**config.mk**
```make
export PLATFORM = sky130hd
export DESIGN_NAME = uph_port
export DESIGN_NICKNAME = d
export VERILOG_FILES = /design/src/shared/uph_pkg.sv /design/src/uph_port.sv /design/src/uph_pin_sync.sv
export VERILOG_INCLUDE_DIRS = /design/src /design/src/shared
export SDC_FILE = /design/constraint.sdc
export NUM_CORES = 1
export LEC_CHECK = 0
export ABC_AREA = 0
export ABC_CLOCK_PERIOD_IN_PS = 3300
export BUFFER_PORTS_ARGS = -buffer_cell sky130_fd_sc_hd__buf_4
export CAP_MARGIN = 20
export CORE_MARGIN = 10
export CORE_UTILIZATION = 55
export CTS_BUF_LIST = sky130_fd_sc_hd__clkbuf_2 sky130_fd_sc_hd__clkbuf_4 sky130_fd_sc_hd__clkbuf_8
export DETAILED_ROUTE_END_ITERATION = 16
export PLACE_DENSITY = 0.87
export SKIP_CTS_REPAIR_TIMING = 1
export SLEW_MARGIN = 10
export SYNTH_ARGS = -nofsm -noshare
export SYNTH_HDL_FRONTEND = slang
export SYNTH_SLANG_ARGS = --single-unit
export TNS_END_PERCENT = 100
```
**constraint.sdc**
```tcl
create_clock -name clk -period 3.3 [get_ports clk]
set_input_delay 0.495 -clock clk [delete_from_list [all_inputs] [get_ports clk]]
set_output_delay 0.495 -clock clk [all_outputs]
set_load 0.005 [all_outputs]
```
**src/shared/uph_defs.svh**
```systemverilog
// Offsets, field positions and reset values for the upper I/O port
`ifndef UPH_DEFS_SVH
`define UPH_DEFS_SVH

// ----------------------------------------
// Register offsets
// ----------------------------------------
`define UPH_ADDR_DIR 3'h0
`define UPH_ADDR_PIN 3'h1
`define UPH_ADDR_LAT 3'h2
`define UPH_ADDR_ACFG 3'h3
`define UPH_ADDR_CTRL 3'h4

// ----------------------------------------
// Field positions
// ----------------------------------------
`define UPH_CTRL_MAP_SEL_BIT 0
`define UPH_CTRL_SD_TRI_BIT 1
`define UPH_CTRL_BUS_DIS_BIT 7
`define UPH_ACFG_PCFG_MSB 3
`define UPH_ACFG_MSB 5

// ----------------------------------------
// Reset values
// ----------------------------------------
`define UPH_DIR_RST 8'hff
`define UPH_LAT_RST 8'h00
`define UPH_ACFG_RST 6'h00
`define UPH_BUS_DIS_RST 1'b1
`define UPH_MAP_SEL_RST 1'b0
`define UPH_SD_TRI_RST 1'b0
`define UPH_ANALOG_RST 4'hf

`endif

```
**src/shared/uph_pkg.sv**
```systemverilog
// Types shared by the upper I/O port modules
package uph_pkg;

	// ----------------------------------------
	// Synchroniser state
	// ----------------------------------------
	typedef struct packed {
		logic [7:0] stage1;
		logic [7:0] stage2;
	} uph_sync_t;

	// ----------------------------------------
	// Port state
	// ----------------------------------------
	typedef struct packed {
		logic [7:0] dir;
		logic [7:0] lat;
		logic [5:0] acfg;
		logic bus_dis;
		logic map_sel;
		logic sd_tri;
		logic [7:0] pin_out;
		logic [7:0] pin_oe;
		logic [3:0] analog_en;
		logic [7:0] rd_data;
	} uph_state_t;

endpackage

```
**src/uph_port.sv**
```systemverilog
// Eight-bit upper I/O port with memory address and PWM overrides
`timescale 1ns/10ps
`default_nettype none
`include "uph_defs.svh"

module uph_port (
	input wire logic clk,
	input wire logic rst_n,
	input wire logic [2:0] addr,
	input wire logic [7:0] wr_data,
	input wire logic wr_en,
	input wire logic rd_en,
	output logic [7:0] rd_data,
	input wire logic [7:0] pin_in,
	output logic [7:0] pin_out,
	output logic [7:0] pin_oe,
	input wire logic [3:0] mem_addr_hi,
	input wire logic pwm_three_channel_c,
	input wire logic pwm_three_channel_b,
	input wire logic pwm_one_channel_c,
	input wire logic pwm_one_channel_b,
	input wire logic [3:0] pwm_chan_en,
	input wire logic pwm_shutdown,
	output logic [3:0] analog_en
);

	uph_pkg::uph_state_t st;
	uph_pkg::uph_state_t next_st;
	logic [7:0] pin_sync;
	logic [3:0] pwm_val;

	// ----------------------------------------
	// Pin input path
	// ----------------------------------------
	uph_pin_sync u_sync (
		.clk(clk),
		.rst_n(rst_n),
		.pin_in(pin_in),
		.pin_sync(pin_sync)
	);

	assign pwm_val = {pwm_one_channel_b, pwm_one_channel_c,
		pwm_three_channel_b, pwm_three_channel_c};

	// ----------------------------------------
	// Next state
	// ----------------------------------------
	always_comb begin
		logic [3:0] an_sel;
		logic [3:0] an_now;
		logic mem_on;
		next_st = st;
		an_sel = '0;
		an_now = '0;
		mem_on = !st.bus_dis;

		// Higher channels need a lower select code, so a single field
		// gives a growing run of analog pins
		for (int k = 0; k < 4; k++) begin
			an_sel[k] = (st.acfg[`UPH_ACFG_PCFG_MSB:0] <= 4'(3 - k));
		end
		an_now = an_sel & st.dir[7:4];
		next_st.analog_en = an_now;

		// Register writes
		if (wr_en) begin
			if (addr == `UPH_ADDR_DIR) begin
				next_st.dir = wr_data;
			end else if (addr == `UPH_ADDR_PIN || addr == `UPH_ADDR_LAT) begin
				next_st.lat = wr_data;
			end else if (addr == `UPH_ADDR_ACFG) begin
				next_st.acfg = wr_data[`UPH_ACFG_MSB:0];
			end else if (addr == `UPH_ADDR_CTRL) begin
				next_st.bus_dis = wr_data[`UPH_CTRL_BUS_DIS_BIT];
				next_st.map_sel = wr_data[`UPH_CTRL_MAP_SEL_BIT];
				next_st.sd_tri = wr_data[`UPH_CTRL_SD_TRI_BIT];
			end
		end

		// Register reads, answer in the next cycle only
		next_st.rd_data = 8'h00;
		if (rd_en) begin
			if (addr == `UPH_ADDR_DIR) begin
				next_st.rd_data = st.dir;
			end else if (addr == `UPH_ADDR_PIN) begin
				next_st.rd_data = pin_sync & ~{an_now, 4'h0};
			end else if (addr == `UPH_ADDR_LAT) begin
				next_st.rd_data = st.lat;
			end else if (addr == `UPH_ADDR_ACFG) begin
				next_st.rd_data = {2'h0, st.acfg};
			end else if (addr == `UPH_ADDR_CTRL) begin
				next_st.rd_data = {st.bus_dis, 5'h00, st.sd_tri, st.map_sel};
			end
		end

		// Low pins: address lines win over latch and direction
		for (int i = 0; i < 4; i++) begin
			if (mem_on) begin
				next_st.pin_out[i] = mem_addr_hi[i];
				next_st.pin_oe[i] = 1'b1;
			end else begin
				next_st.pin_out[i] = st.lat[i];
				next_st.pin_oe[i] = !st.dir[i];
			end
		end

		// High pins: PWM wins over latch only on the default map, with map_sel clear
		for (int i = 4; i < 8; i++) begin
			if (st.dir[i]) begin
				next_st.pin_out[i] = st.lat[i];
				next_st.pin_oe[i] = 1'b0;
			end else if (!st.map_sel && pwm_chan_en[i - 4]) begin
				next_st.pin_out[i] = pwm_val[i - 4];
				next_st.pin_oe[i] = !(pwm_shutdown && st.sd_tri);
			end else begin
				next_st.pin_out[i] = st.lat[i];
				next_st.pin_oe[i] = 1'b1;
			end
		end
	end

	// ----------------------------------------
	// State register
	// ----------------------------------------
	always_ff @(posedge clk) begin
		if (!rst_n) begin
			st.dir <= `UPH_DIR_RST;
			st.lat <= `UPH_LAT_RST;
			st.acfg <= `UPH_ACFG_RST;
			st.bus_dis <= `UPH_BUS_DIS_RST;
			st.map_sel <= `UPH_MAP_SEL_RST;
			st.sd_tri <= `UPH_SD_TRI_RST;
			st.pin_out <= 8'h00;
			st.pin_oe <= 8'h00;
			st.analog_en <= `UPH_ANALOG_RST;
			st.rd_data <= 8'h00;
		end else begin
			st <= next_st;
		end
	end

	assign rd_data = st.rd_data;
	assign pin_out = st.pin_out;
	assign pin_oe = st.pin_oe;
	assign analog_en = st.analog_en;
endmodule

`default_nettype wire

```
**src/uph_pin_sync.sv**
```systemverilog
// Two-stage synchroniser for the eight pin inputs
`timescale 1ns/10ps
`default_nettype none

module uph_pin_sync (
	input wire logic clk,
	input wire logic rst_n,
	input wire logic [7:0] pin_in,
	output logic [7:0] pin_sync
);

	uph_pkg::uph_sync_t st;
	uph_pkg::uph_sync_t next_st;

	// ----------------------------------------
	// Per-bit stages
	// ----------------------------------------
	// First stage feeds only the second stage
	always_comb begin
		next_st.stage1 = pin_in;
		next_st.stage2 = st.stage1;
	end

	always_ff @(posedge clk) begin
		if (!rst_n) begin
			st <= '0;
		end else begin
			st <= next_st;
		end
	end

	assign pin_sync = st.stage2;

endmodule

`default_nettype wire

```
==> metrics.txt, run 1 <==
# TYPE chip_impl_metric gauge
chip_impl_metric{name="fp.coreArea",unit="µm²"} 4820
chip_impl_info{name="setup.worst_path.end_class",value="flip-flop"} 1
chip_impl_metric{name="finalNetCount",unit=""} 367
chip_impl_metric{name="detailed_route_iter0_violations",unit=""} 248
chip_impl_info{name="post-synth-top-area-cell",value="dfxtp_1"} 1
chip_impl_metric{name="finalHoldViolations",unit=""} 0
chip_impl_metric{name="synth_top_area_frac",unit=""} 0.493
chip_impl_metric{name="post_synth_and_or_nand_nor_area_fraction",unit=""} 0.247
chip_impl_metric{name="cap_viol_max_count",unit=""} 0
chip_impl_metric{name="leakage",unit="nW"} 1.53
chip_impl_info{name="synth.cells.most_frequent",value="69 x dfxtp_1, 32 x nand2_1, 28 x buf_4, 25 x nor2b_1, 24 x mux2i_1"} 1
chip_impl_metric{name="worstHoldPathCells",unit=""} 2
chip_impl_metric{name="power_per_cell_area",unit="nW/µm²"} 540
chip_impl_metric{name="antenna_cells",unit=""} 0
chip_impl_metric{name="total_detailed_routing_wirelength",unit="mm"} 5.95
chip_impl_metric{name="synthXorXnorAreaFrac",unit=""} 0.00312
chip_impl_metric{name="top_level_ports",unit=""} 64
chip_impl_metric{name="place.port_buffers",unit=""} 63
chip_impl_metric{name="clockBufferDepth",unit=""} 2
chip_impl_metric{name="final-setup-viol-count",unit=""} 0
chip_impl_metric{name="place.gp.congestion",unit=""} 0.882
chip_impl_metric{name="sum_of_net_half_perimeters_after_detailed_placement",unit="mm"} 4.45
chip_impl_metric{name="first_pass_grt_wire_length",unit="mm"} 9.43
chip_impl_metric{name="final_max_slew_viol_count",unit=""} 0
chip_impl_metric{name="synth_warnings",unit=""} 0
chip_impl_metric{name="layout_filler_cell_count",unit=""} 391
chip_impl_metric{name="worst_pin_slew",unit="ns"} 0.475
chip_impl_metric{name="crit_fanout",unit=""} 24
chip_impl_metric{name="design_power_total",unit="W"} 0.00179
chip_impl_metric{name="synth_edf_count",unit=""} 0
chip_impl_metric{name="globalRouteTotalUtil",unit=""} 0.141
chip_impl_info{name="hold_class",value="primary input to flip-flop"} 1
chip_impl_metric{name="final_layout_size_suffix_gt1_frac",unit=""} 0.253
chip_impl_info{name="critical_path_class",value="primary input to flip-flop"} 1
chip_impl_info{name="post-synth-top-count-cell",value="dfxtp_1"} 1
chip_impl_info{name="ys_top_cells_by_area",value="dfxtp_1 49%, mux2i_1 8.6%, buf_4 7.5%"} 1
chip_impl_metric{name="final_cell_count_no_fill",unit=""} 403
chip_impl_metric{name="drt-vias-per-instance",unit=""} 5.02
chip_impl_info{name="postSynth.topFlopCell",value="dfxtp_1"} 1
chip_impl_metric{name="syn-instance-count",unit=""} 298
chip_impl_info{name="largest_family_of_logic_cells_by_synthesized_area",value="simple AND/OR/NAND/NOR gates"} 1
chip_impl_metric{name="htree_levels",unit=""} 3
chip_impl_metric{name="clk-insertion-delay-late",unit="ns"} 0.34
chip_impl_metric{name="fmax",unit="MHz"} 743
chip_impl_metric{name="clk_pin_slew_worst_paths",unit="ns"} 0.07
chip_impl_metric{name="reg2reg_depth",unit=""} 4
chip_impl_metric{name="synth.distinct_cells",unit=""} 32
chip_impl_metric{name="grt_antenna_before_repair",unit=""} 0
chip_impl_metric{name="maxSlewHeadroom",unit=""} 0.683
chip_impl_metric{name="detailedRoute.firstPassIterationCount",unit=""} 4
chip_impl_metric{name="timing.final.crit_period",unit="ns"} 1.35
chip_impl_metric{name="fin_worst_hold_slack",unit="ns"} 0.333
chip_impl_metric{name="critPathRequiredTime",unit="ns"} 3.54
chip_impl_metric{name="fin_crit_sh",unit=""} 0.408
chip_impl_metric{name="synth_async_sr_flop_share",unit=""} 0
chip_impl_metric{name="cp_data_arrival_time",unit="ns"} 1.58
chip_impl_metric{name="cts_num_sinks",unit=""} 69
chip_impl_metric{name="cts_buffers",unit=""} 9
chip_impl_info{name="status",value="complete, no violations"} 1
chip_impl_metric{name="die-area",unit="µm²"} 8350
chip_impl_metric{name="overflow",unit=""} 0
chip_impl_metric{name="area_delta_synth_final",unit="%"} 18.3
chip_impl_metric{name="synth.avg_cell_area",unit="µm²"} 9.40
chip_impl_info{name="worst_setup_start_kind",value="primary input"} 1
chip_impl_metric{name="core.rowCount",unit=""} 25
chip_impl_info{name="tritoncts",value="yes"} 1
chip_impl_metric{name="finClkSkew",unit="ns"} 0.00607
chip_impl_metric{name="chipWidth",unit="µm"} 91.4
chip_impl_metric{name="drcViolationCount",unit=""} 0
chip_impl_metric{name="synth_area",unit="µm²"} 2800
chip_impl_metric{name="fin_setup_tns",unit="ns"} 0
chip_impl_metric{name="register_area",unit="µm²"} 1380
chip_impl_metric{name="synth.ff_latch_count",unit=""} 69
chip_impl_metric{name="synth.net_count",unit=""} 334
chip_impl_info{name="master_cell_of_the_clock_root_buffer",value="clkbuf_8"} 1
chip_impl_metric{name="pin_count_of_the_biggest_net_entering_global_routing",unit=""} 63
chip_impl_metric{name="vias",unit=""} 2022
chip_impl_metric{name="die_h",unit="µm"} 91.4
chip_impl_metric{name="place.detailed.instances",unit=""} 387
chip_impl_metric{name="final_antenna_net_count",unit=""} 0
chip_impl_metric{name="yosys.area_share.adder",unit=""} 0
chip_impl_metric{name="wl_per_cell",unit="µm"} 14.8
chip_impl_info{name="rsz_0062_raised_after_global_routing",value="no"} 1
chip_impl_metric{name="ir_drop",unit="V"} 0.000374
chip_impl_metric{name="synth_compound_gate_area_share",unit=""} 0.0674
chip_impl_metric{name="floorplan.initialDensity",unit=""} 0.582
chip_impl_metric{name="number_of_global_route_vias_before_repair",unit=""} 1977
chip_impl_metric{name="yosys-mux-area-fraction",unit=""} 0.0857
chip_impl_metric{name="multi_input_comb_area",unit="µm²"} 1130
chip_impl_metric{name="yosysSeqAreaShare",unit=""} 0.493
## metal layers
| layer | vias up | part of all wire | track usage |
|---|---|---|---|
| met5 | - | 0 | 0 |
| met4 | 0 | 0.023 | 0.0744 |
| met3 | 12 | 0.096 | 0.0658 |
| met2 | 99 | 0.46 | 0.213 |
| met1 | 887 | 0.42 | 0.164 |
| li1 | 1024 | - | - |
## registers in the layout, summed over array words and instances (netlist names)
signal	count
analog_en	4
pin_oe	8
pin_out	8
rd_data	8
st	25
u_sync.next_st	8
u_sync.pin_sync	8
## critical path, stage by stage
cell and delay [ns]:
buf_4 0.26, xor2_1 0.21, nand3_2 0.29, mux2i_1 0.25, nor2b_1 0.06
## final timing paths
| kind | from | endpoint | slack, ns |
|---|---|---|---|
| max reg2reg | st[33]$_SDFFE_PN0P_ | rd_data[7]$_SDFF_PN0_ | 2.00 |
| min | pwm_chan_en[2] | pin_oe[6]$_SDFF_PP0_ | 0.33 |
| min reg2reg | u_sync.next_st[3]$_SDFF_PN0_ | u_sync.pin_sync[3]$_SDFF_PN0_ | 0.44 |
| max | addr[1] | st[44]$_SDFFE_PN0P_ | 1.95 |
## cells by family (layout without fill, tap and decap cells)
group	after synthesis	count (layout)
AND/OR/NAND/NOR	130	130
multiplexers	24	24
XOR/XNOR	1	1
flip-flops	69	69
AO/OA/AOI/OAI	28	28
buffers and inverters	46	84
## cell usage in the layout (no fill, tap or decap), types with 2 or more instances in the layout
cell,count
a21boi_0,8
a21oi_1,8
a32oi_1,4
and2_1,16
buf_4,63
bufinv_16,2
clkbuf_8,11
clkinv_2,2
dfxtp_1,69
inv_1,5
mux2i_1,24
nand2_1,32
nand2b_1,6
nand3_1,16
nand3b_1,2
nor2_1,19
nor2b_1,25
nor3_1,6
o21ai_0,2
o22a_1,2
o22ai_1,3
## power by group
group | switching (W) | leakage [nW] | internal, W
clock network | 0.000293 | 0.120 | 0.000472
logic | 0.0000695 | 0.849 | 0.0000788
registers | 0.0000160 | 0.563 | 0.000863
## stage by stage
step / setup WS, ns / utilization / area [µm²]
after CTS: 1.98 / 0.688 / 3320
after global routing: 1.91 / 0.688 / 3320
final: 1.95 / 0.688 / 3320
after detailed placement: 1.61 / 0.641 / 3090
after global placement: 1.68 / 0.641 / 3090
after floorplan: 1.89 / - / 2800
## layout make-up
class / count / area share
clock inverters: 4 / 0.0211
inverters: 5 / 0.00566
well taps: 67 / 0.0253
multi-input cells: 183 / 0.341
clock buffers: 12 / 0.0479
flip-flops and latches: 69 / 0.417
repair buffers: 63 / 0.143
No activity file was read; power rests on OpenSTA's default activity.
==> run 2: changes to the inputs <==
--- a/config.mk
+++ b/config.mk
@@ -7,14 +7,14 @@
 export NUM_CORES = 1
 export LEC_CHECK = 0
 export ABC_AREA = 0
-export ABC_CLOCK_PERIOD_IN_PS = 3300
+export ABC_CLOCK_PERIOD_IN_PS = 1200
 export BUFFER_PORTS_ARGS = -buffer_cell sky130_fd_sc_hd__buf_4
 export CAP_MARGIN = 20
 export CORE_MARGIN = 10
-export CORE_UTILIZATION = 55
+export CORE_UTILIZATION = 50
 export CTS_BUF_LIST = sky130_fd_sc_hd__clkbuf_2 sky130_fd_sc_hd__clkbuf_4 sky130_fd_sc_hd__clkbuf_8
 export DETAILED_ROUTE_END_ITERATION = 16
-export PLACE_DENSITY = 0.87
+export PLACE_DENSITY = 0.84
 export SKIP_CTS_REPAIR_TIMING = 1
 export SLEW_MARGIN = 10
 export SYNTH_ARGS = -nofsm -noshare
==> constraint.sdc (replaced) <==
create_clock -name clk -period 1.2 [get_ports clk]
set_input_delay 0.18 -clock clk [delete_from_list [all_inputs] [get_ports clk]]
set_output_delay 0.18 -clock clk [all_outputs]
set_load 0.005 [all_outputs]
==> run 2 against run 1 <==
Register-to-register slack got worse by 1.9 ns. Clock-buffer cell count grew 3. Critical path type is now flip-flop to flip-flop. Largest power group unchanged. Clock power increased by 140%. Critical endpoint is now rd_data[5]$_SDFF_PN0_. Largest cell class unchanged. Via count increased by 4.3%.
==> metrics.txt, run 2 (same netlist as run 1, synthesis figures left out) <==
# TYPE chip_impl_metric gauge
chip_impl_info{name="status",value="complete, no violations"} 1
chip_impl_metric{name="detailed_route_iter0_violations",unit=""} 107
chip_impl_info{name="commonest_non_fill_non_tap_cell_in_the_layout",value="buf_4"} 1
chip_impl_info{name="crit-reg2reg-launch",value="st[33]$_SDFFE_PN0P_"} 1
chip_impl_metric{name="final_max_slew_viol_count",unit=""} 0
chip_impl_metric{name="ir_drop",unit="V"} 0.00103
chip_impl_metric{name="finClkSkew",unit="ns"} 0.00652
chip_impl_metric{name="cap_viol_max_count",unit=""} 0
chip_impl_info{name="critical_path_class",value="flip-flop to flip-flop"} 1
chip_impl_info{name="hold_class",value="primary input to flip-flop"} 1
chip_impl_metric{name="grt_antenna_before_repair",unit=""} 0
chip_impl_metric{name="place.detailed.instances",unit=""} 405
chip_impl_info{name="tritoncts",value="yes"} 1
chip_impl_metric{name="clk-insertion-delay-late",unit="ns"} 0.34
chip_impl_metric{name="place.port_buffers",unit=""} 63
chip_impl_metric{name="cts_num_sinks",unit=""} 69
chip_impl_metric{name="largest_register_ff_count",unit=""} 25
chip_impl_info{name="critical-path-slowest-cell",value="dfxtp_1"} 1
chip_impl_metric{name="cp_data_arrival_time",unit="ns"} 1.36
chip_impl_info{name="setup.worst_path.end_class",value="flip-flop"} 1
chip_impl_metric{name="vias",unit=""} 2109
chip_impl_metric{name="clk_pin_slew_worst_paths",unit="ns"} 0.07
chip_impl_metric{name="first_pass_grt_wire_length",unit="mm"} 10.1
chip_impl_metric{name="reg2reg_depth",unit=""} 4
chip_impl_metric{name="worstHoldPathCells",unit=""} 2
chip_impl_metric{name="critPathRequiredTime",unit="ns"} 1.42
chip_impl_metric{name="timing.final.crit_period",unit="ns"} 1.15
chip_impl_metric{name="finalHoldViolations",unit=""} 0
chip_impl_metric{name="core.rowCount",unit=""} 27
chip_impl_info{name="hold_start",value="pwm_chan_en[2]"} 1
chip_impl_metric{name="finalNetCount",unit=""} 380
chip_impl_metric{name="globalRouteTotalUtil",unit=""} 0.145
chip_impl_metric{name="fp.coreArea",unit="µm²"} 5470
chip_impl_metric{name="overflow",unit=""} 0
chip_impl_metric{name="leakage",unit="nW"} 1.58
chip_impl_info{name="worst_setup_start_kind",value="flip-flop"} 1
chip_impl_info{name="crit_path_cell_trace",value="nor2_2 > nand3_1 > a32oi_1 > nor3_1"} 1
chip_impl_metric{name="fin_crit_sh",unit=""} 0.957
chip_impl_metric{name="final_cell_count_no_fill",unit=""} 420
chip_impl_metric{name="crit_fanout",unit=""} 4
chip_impl_metric{name="wl_per_cell",unit="µm"} 15.1
chip_impl_info{name="most-common-layout-cells",value="76 x buf_4, 69 x dfxtp_1, 32 x nand2_1, 25 x nor2b_1, 24 x mux2i_1"} 1
chip_impl_metric{name="power_per_cell_area",unit="nW/µm²"} 1390
chip_impl_metric{name="number_of_global_route_vias_before_repair",unit=""} 2161
chip_impl_metric{name="htree_levels",unit=""} 3
chip_impl_metric{name="area_delta_synth_final",unit="%"} 21.1
chip_impl_metric{name="setup.reg_to_reg.worst_slack",unit="ns"} 0.05
chip_impl_metric{name="drt-vias-per-instance",unit=""} 5.02
chip_impl_metric{name="die-area",unit="µm²"} 9000
chip_impl_metric{name="layout_filler_cell_count",unit=""} 486
chip_impl_metric{name="place.gp.congestion",unit=""} 0.831
chip_impl_metric{name="final_antenna_net_count",unit=""} 0
chip_impl_metric{name="top_level_ports",unit=""} 64
chip_impl_metric{name="final-setup-viol-count",unit=""} 0
chip_impl_metric{name="final_layout_size_suffix_gt1_frac",unit=""} 0.282
chip_impl_info{name="registers.top_by_ff_count",value="st"} 1
chip_impl_info{name="master_cell_of_the_clock_root_buffer",value="clkbuf_8"} 1
chip_impl_metric{name="floorplan.initialDensity",unit=""} 0.512
chip_impl_info{name="launching_element_of_the_worst_setup_path",value="st[33]$_SDFFE_PN0P_"} 1
chip_impl_metric{name="detailedRoute.firstPassIterationCount",unit=""} 4
chip_impl_metric{name="cts_buffers",unit=""} 9
chip_impl_metric{name="antenna_cells",unit=""} 0
chip_impl_metric{name="sum_of_net_half_perimeters_after_detailed_placement",unit="mm"} 4.91
chip_impl_metric{name="die_h",unit="µm"} 94.9
chip_impl_metric{name="maxSlewHeadroom",unit=""} 0.731
chip_impl_metric{name="clockBufferDepth",unit=""} 2
chip_impl_metric{name="timing.critical_path.slowest_cell_delay",unit="ns"} 0.34
chip_impl_metric{name="total_detailed_routing_wirelength",unit="mm"} 6.34
chip_impl_metric{name="drcViolationCount",unit=""} 0
chip_impl_metric{name="worst_pin_slew",unit="ns"} 0.402
chip_impl_metric{name="fmax",unit="MHz"} 871
chip_impl_metric{name="chipWidth",unit="µm"} 94.9
chip_impl_metric{name="utilization",unit=""} 0.620
chip_impl_metric{name="pin_count_of_the_biggest_net_entering_global_routing",unit=""} 28
-- run 2: cell types whose count changed in the layout (fill, tap and decap cells not counted), sizes merged --
cell    before  now
buf         63   76
clkinv       2    0
bufinv       2    0
clkbuf      12   15
-- run 2: critical path: cells and delay by family (launching register included) --
kind,cells,cell delay (ns)
and+or+nand+nor,3,0.44
DFF,1,0.34
AOI/OAI and AO/OA,1,0.23
-- run 2: metrics by stage --
step	setup TNS, ns	area, µm²	worst slack (ns)	total power (W)	hold WS (ns)
2_1_floorplan	0	2800	0.0805	0.00272	0.268
3_3_place_gp	-0.146	3190	-0.0233	0.00289	0.371
3_5_place_dp	-0.437	3190	-0.0390	0.00291	0.375
4_1_cts	-0.00567	3390	-0.00567	0.00474	0.00368
5_1_grt	-0.0303	3390	-0.0109	0.00489	0.0109
6_report	0	3390	0.0520	0.00470	0.0230
-- run 2: worst paths after layout --
| kind | endpoint |
|---|---|
| hold reg to reg | u_sync.pin_sync[7]$_SDFF_PN0_ |
| hold / removal | pin_oe[6]$_SDFF_PP0_ |
| setup reg to reg | rd_data[5]$_SDFF_PN0_ |
| setup / recovery | rd_data[5]$_SDFF_PN0_ |
-- run 2: final cells by class --
| class | instances | area (µm²) | area share |
|---|---|---|---|
| clock buffers | 15 | 200 | 0.0590 |
| inverters | 5 | 18.8 | 0.00553 |
| multi-input cells | 183 | 1130 | 0.334 |
| flip-flops and latches | 69 | 1380 | 0.407 |
| well taps | 72 | 90.1 | 0.0265 |
| repair buffers | 76 | 571 | 0.168 |
-- run 2: power breakdown --
group	internal (W)	switching, W
clock	0.00105	0.000801
combinational	0.000241	0.000203
sequential	0.00237	0.0000400
total	0.00366	0.00104
-- run 2: metal layers --
layer	vias up	global-route usage	share of wire
li1	1045	-	-
met3	14	0.0603	0.069
met2	56	0.244	0.51
met5	-	0	0
met4	0	0.0773	0.021
met1	994	0.153	0.40
==> run 3: changes to the inputs <==
--- a/config.mk
+++ b/config.mk
@@ -19,5 +19,6 @@
 export SLEW_MARGIN = 10
 export SYNTH_ARGS = -nofsm -noshare
 export SYNTH_HDL_FRONTEND = slang
+export SYNTH_HIERARCHICAL = 1
 export SYNTH_SLANG_ARGS = --single-unit
-export TNS_END_PERCENT = 100
+export TNS_END_PERCENT = 50
==> run 3 against run 2 <==
Synthesized cell count shrank 0.67%. Die area grew 0.70%. Clock skew grew 0.00080 ns. First-iteration DRC count grew 0.93%. Maximum frequency grew 0.83%. Critical path type unchanged. Largest cell class unchanged. Largest power group unchanged.
==> metrics.txt, run 3 <==
# TYPE chip_impl_metric gauge
chip_impl_metric{name="worst_pin_slew",unit="ns"} 0.357
chip_impl_metric{name="cts_buffers",unit=""} 9
chip_impl_info{name="synth.cells.most_frequent",value="69 x dfxtp_1, 31 x nand2_1, 28 x buf_4, 26 x nor2b_1, 25 x mux2i_1"} 1
chip_impl_metric{name="post-place-ws",unit="ns"} -0.0377
chip_impl_info{name="crit_path_cell_trace",value="nor3_2 > buf_4 > nand2_1 > a32oi_2 > nor3_1"} 1
chip_impl_info{name="ys_top_cells_by_area",value="dfxtp_1 49%, mux2i_1 8.8%, buf_4 7.4%"} 1
chip_impl_metric{name="drcViolationCount",unit=""} 0
chip_impl_metric{name="synth.distinct_cells",unit=""} 35
chip_impl_metric{name="yosys-mux-area-fraction",unit=""} 0.0885
chip_impl_metric{name="area_delta_synth_final",unit="%"} 23.7
chip_impl_metric{name="globalRouteTotalUtil",unit=""} 0.144
chip_impl_metric{name="wl_per_cell",unit="µm"} 14.8
chip_impl_metric{name="antenna_cells",unit=""} 0
chip_impl_info{name="hold_start",value="pwm_chan_en[1]"} 1
chip_impl_metric{name="place.gp.congestion",unit=""} 0.897
chip_impl_info{name="commonest_non_fill_non_tap_cell_in_the_layout",value="buf_4"} 1
chip_impl_metric{name="synth_edf_count",unit=""} 0
chip_impl_metric{name="fin_ws",unit="ns"} 0.0614
chip_impl_metric{name="htree_levels",unit=""} 3
chip_impl_info{name="registers.top_by_ff_count",value="st"} 1
chip_impl_metric{name="yosys.area_share.adder",unit=""} 0
chip_impl_metric{name="pin_count_of_the_biggest_net_entering_global_routing",unit=""} 28
chip_impl_metric{name="synth_top_area_frac",unit=""} 0.488
chip_impl_metric{name="setup.reg_to_reg.worst_slack",unit="ns"} 0.06
chip_impl_metric{name="crit_buf_inv",unit=""} 1
chip_impl_metric{name="floorplan.initialDensity",unit=""} 0.514
chip_impl_info{name="largest_family_of_logic_cells_by_synthesized_area",value="simple AND/OR/NAND/NOR gates"} 1
chip_impl_metric{name="synth.avg_cell_area",unit="µm²"} 9.55
chip_impl_metric{name="final_max_slew_viol_count",unit=""} 0
chip_impl_metric{name="cp_data_arrival_time",unit="ns"} 1.35
chip_impl_metric{name="die-area",unit="µm²"} 9060
chip_impl_metric{name="clk-insertion-delay-late",unit="ns"} 0.35
chip_impl_info{name="hold_class",value="primary input to flip-flop"} 1
chip_impl_metric{name="ir_drop",unit="V"} 0.000789
chip_impl_metric{name="reg2reg_depth",unit=""} 5
chip_impl_metric{name="fmax",unit="MHz"} 878
chip_impl_metric{name="crit_fanout",unit=""} 3
chip_impl_metric{name="cap_viol_max_count",unit=""} 0
chip_impl_metric{name="fin_crit_sh",unit=""} 0.949
chip_impl_metric{name="power_per_cell_area",unit="nW/µm²"} 1350
chip_impl_metric{name="cts_num_sinks",unit=""} 69
chip_impl_metric{name="detailedRoute.firstPassIterationCount",unit=""} 4
chip_impl_metric{name="synth.net_count",unit=""} 332
chip_impl_info{name="most-common-layout-cells",value="85 x buf_4, 68 x dfxtp_1, 31 x nand2_1, 26 x nor2b_1, 25 x mux2i_1"} 1
chip_impl_metric{name="post_synth_and_or_nand_nor_area_fraction",unit=""} 0.249
chip_impl_metric{name="grt_antenna_before_repair",unit=""} 0
chip_impl_metric{name="chipWidth",unit="µm"} 95.2
chip_impl_metric{name="fin_worst_hold_slack",unit="ns"} 0.0156
chip_impl_info{name="min_delay_worst_endpoint",value="pin_oe[5]$_SDFF_PP0_"} 1
chip_impl_info{name="path_delay_family",value="flip-flops"} 1
chip_impl_metric{name="final_antenna_net_count",unit=""} 0
chip_impl_metric{name="clockBufferDepth",unit=""} 2
chip_impl_info{name="post-synth-top-area-cell",value="dfxtp_1"} 1
chip_impl_metric{name="yosysSeqAreaShare",unit=""} 0.488
chip_impl_info{name="worst_setup_start_kind",value="flip-flop"} 1
chip_impl_metric{name="clk_pin_slew_worst_paths",unit="ns"} 0.07
chip_impl_metric{name="fin_setup_tns",unit="ns"} 0
chip_impl_metric{name="overflow",unit=""} 0
chip_impl_metric{name="maxSlewHeadroom",unit=""} 0.761
chip_impl_metric{name="finalHoldViolations",unit=""} 0
chip_impl_metric{name="finalNetCount",unit=""} 388
chip_impl_metric{name="vias",unit=""} 2069
chip_impl_metric{name="core.rowCount",unit=""} 27
chip_impl_metric{name="drt-vias-per-instance",unit=""} 4.85
chip_impl_metric{name="number_of_global_route_vias_before_repair",unit=""} 2081
chip_impl_info{name="timing.rr.end",value="rd_data[6]$_SDFF_PN0_"} 1
chip_impl_metric{name="synth_warnings",unit=""} 6
chip_impl_metric{name="detailed_route_iter0_violations",unit=""} 108
chip_impl_metric{name="syn-instance-count",unit=""} 296
chip_impl_info{name="critical-path-slowest-cell",value="dfxtp_2"} 1
chip_impl_info{name="post-synth-top-count-cell",value="dfxtp_1"} 1
chip_impl_metric{name="first_pass_grt_wire_length",unit="mm"} 10.1
chip_impl_metric{name="top_level_ports",unit=""} 64
chip_impl_metric{name="final_layout_size_suffix_gt1_frac",unit=""} 0.341
chip_impl_metric{name="die_h",unit="µm"} 95.2
chip_impl_metric{name="fp.coreArea",unit="µm²"} 5510
chip_impl_metric{name="timing.final.crit_period",unit="ns"} 1.14
chip_impl_metric{name="leakage",unit="nW"} 1.64
chip_impl_metric{name="largest_register_ff_count",unit=""} 25
chip_impl_info{name="critical_path_class",value="flip-flop to flip-flop"} 1
chip_impl_metric{name="worstHoldPathCells",unit=""} 2
chip_impl_metric{name="synth_compound_gate_area_share",unit=""} 0.0655
chip_impl_metric{name="final-setup-viol-count",unit=""} 0
chip_impl_metric{name="synthXorXnorAreaFrac",unit=""} 0.00310
chip_impl_metric{name="synth_async_sr_flop_share",unit=""} 0
chip_impl_info{name="master_cell_of_the_clock_root_buffer",value="clkbuf_8"} 1
chip_impl_metric{name="synth_area",unit="µm²"} 2830
chip_impl_metric{name="total_detailed_routing_wirelength",unit="mm"} 6.34
chip_impl_info{name="postSynth.topFlopCell",value="dfxtp_1"} 1
chip_impl_metric{name="timing.critical_path.slowest_cell_delay",unit="ns"} 0.33
chip_impl_info{name="status",value="complete, no violations"} 1
chip_impl_metric{name="critPathRequiredTime",unit="ns"} 1.42
chip_impl_metric{name="finClkSkew",unit="ns"} 0.00732
chip_impl_metric{name="sum_of_net_half_perimeters_after_detailed_placement",unit="mm"} 4.96
chip_impl_metric{name="synth.ff_latch_count",unit=""} 69
chip_impl_info{name="rsz_0062_raised_after_global_routing",value="yes"} 1
chip_impl_metric{name="place.port_buffers",unit=""} 63
chip_impl_info{name="crit-reg2reg-launch",value="st[33]$_SDFFE_PN0P_"} 1
chip_impl_info{name="setup.worst_path.end_class",value="flip-flop"} 1
chip_impl_info{name="tritoncts",value="yes"} 1
==> run 3: worst max path at each step <==
stage                             to  slack, ns  depth (start not counted)           startpoint
3_5_place_dp     st[43]$_SDFFE_PN0P_      -0.04                          5              addr[1]
5_1_grt        rd_data[7]$_SDFF_PN0_     -0.007                          5  st[33]$_SDFFE_PN0P_
3_3_place_gp   rd_data[6]$_SDFF_PN0_     -0.003                          5  st[32]$_SDFFE_PN0P_
2_1_floorplan  rd_data[7]$_SDFF_PN0_       0.08                          5  st[30]$_SDFFE_PN1P_
6_report       rd_data[6]$_SDFF_PN0_       0.06                          5  st[33]$_SDFFE_PN0P_
4_1_cts        rd_data[6]$_SDFF_PN0_     -0.009                          5  st[33]$_SDFFE_PN0P_
==> run 3: metal layers <==
layer,track usage,part of all wire,wire (µm)
met1,0.170,0.45,2880
met2,0.227,0.47,2970
met3,0.0526,0.059,371
met4,0.0698,0.019,121
met5,0,0,0
==> run 3: metrics by stage <==
step                 util  cell area [µm²]  cells  power, W
finish              0.635             3500    427   0.00474
global route        0.635             3500    427   0.00494
CTS                 0.631             3480    426   0.00474
detailed placement  0.597             3290    412   0.00294
global placement    0.597             3290    412   0.00293
floorplan               -             2830    296   0.00272
==> run 3: cell type report <==
| type | count | area (µm²) |
|---|---|---|
| clock buffer | 12 | 153 |
| sequential | 69 | 1380 |
| clock inverter | 2 | 35.0 |
| tap | 72 | 90.1 |
| multi-input combinational | 181 | 1160 |
| timing repair buffer | 86 | 658 |
| inverter | 5 | 18.8 |
| fill | 490 | 2010 |
==> run 3: logic make-up after synthesis <==
| family | count (synthesis) |
|---|---|
| AOI/OAI and AO/OA | 27 |
| xor gates and xnor gates | 1 |
| buffers and inverters | 46 |
| DFF | 69 |
| muxes | 25 |
| and+or+nand+nor | 128 |
==> run 3: power by group <==
part	internal [W]	switching (W)	total, W
combinational	0.000268	0.000211	0.000480
sequential	0.00237	0.0000384	0.00241
clock	0.00104	0.000809	0.00185
total	0.00368	0.00106	0.00474
==> run 3: worst register-to-register path, stage by stage (launching register included) <==
cell and delay [ns]:
dfxtp_2 0.33, nor3_2 0.17, buf_4 0.13, nand2_1 0.08, a32oi_2 0.22, nor3_1 0.08
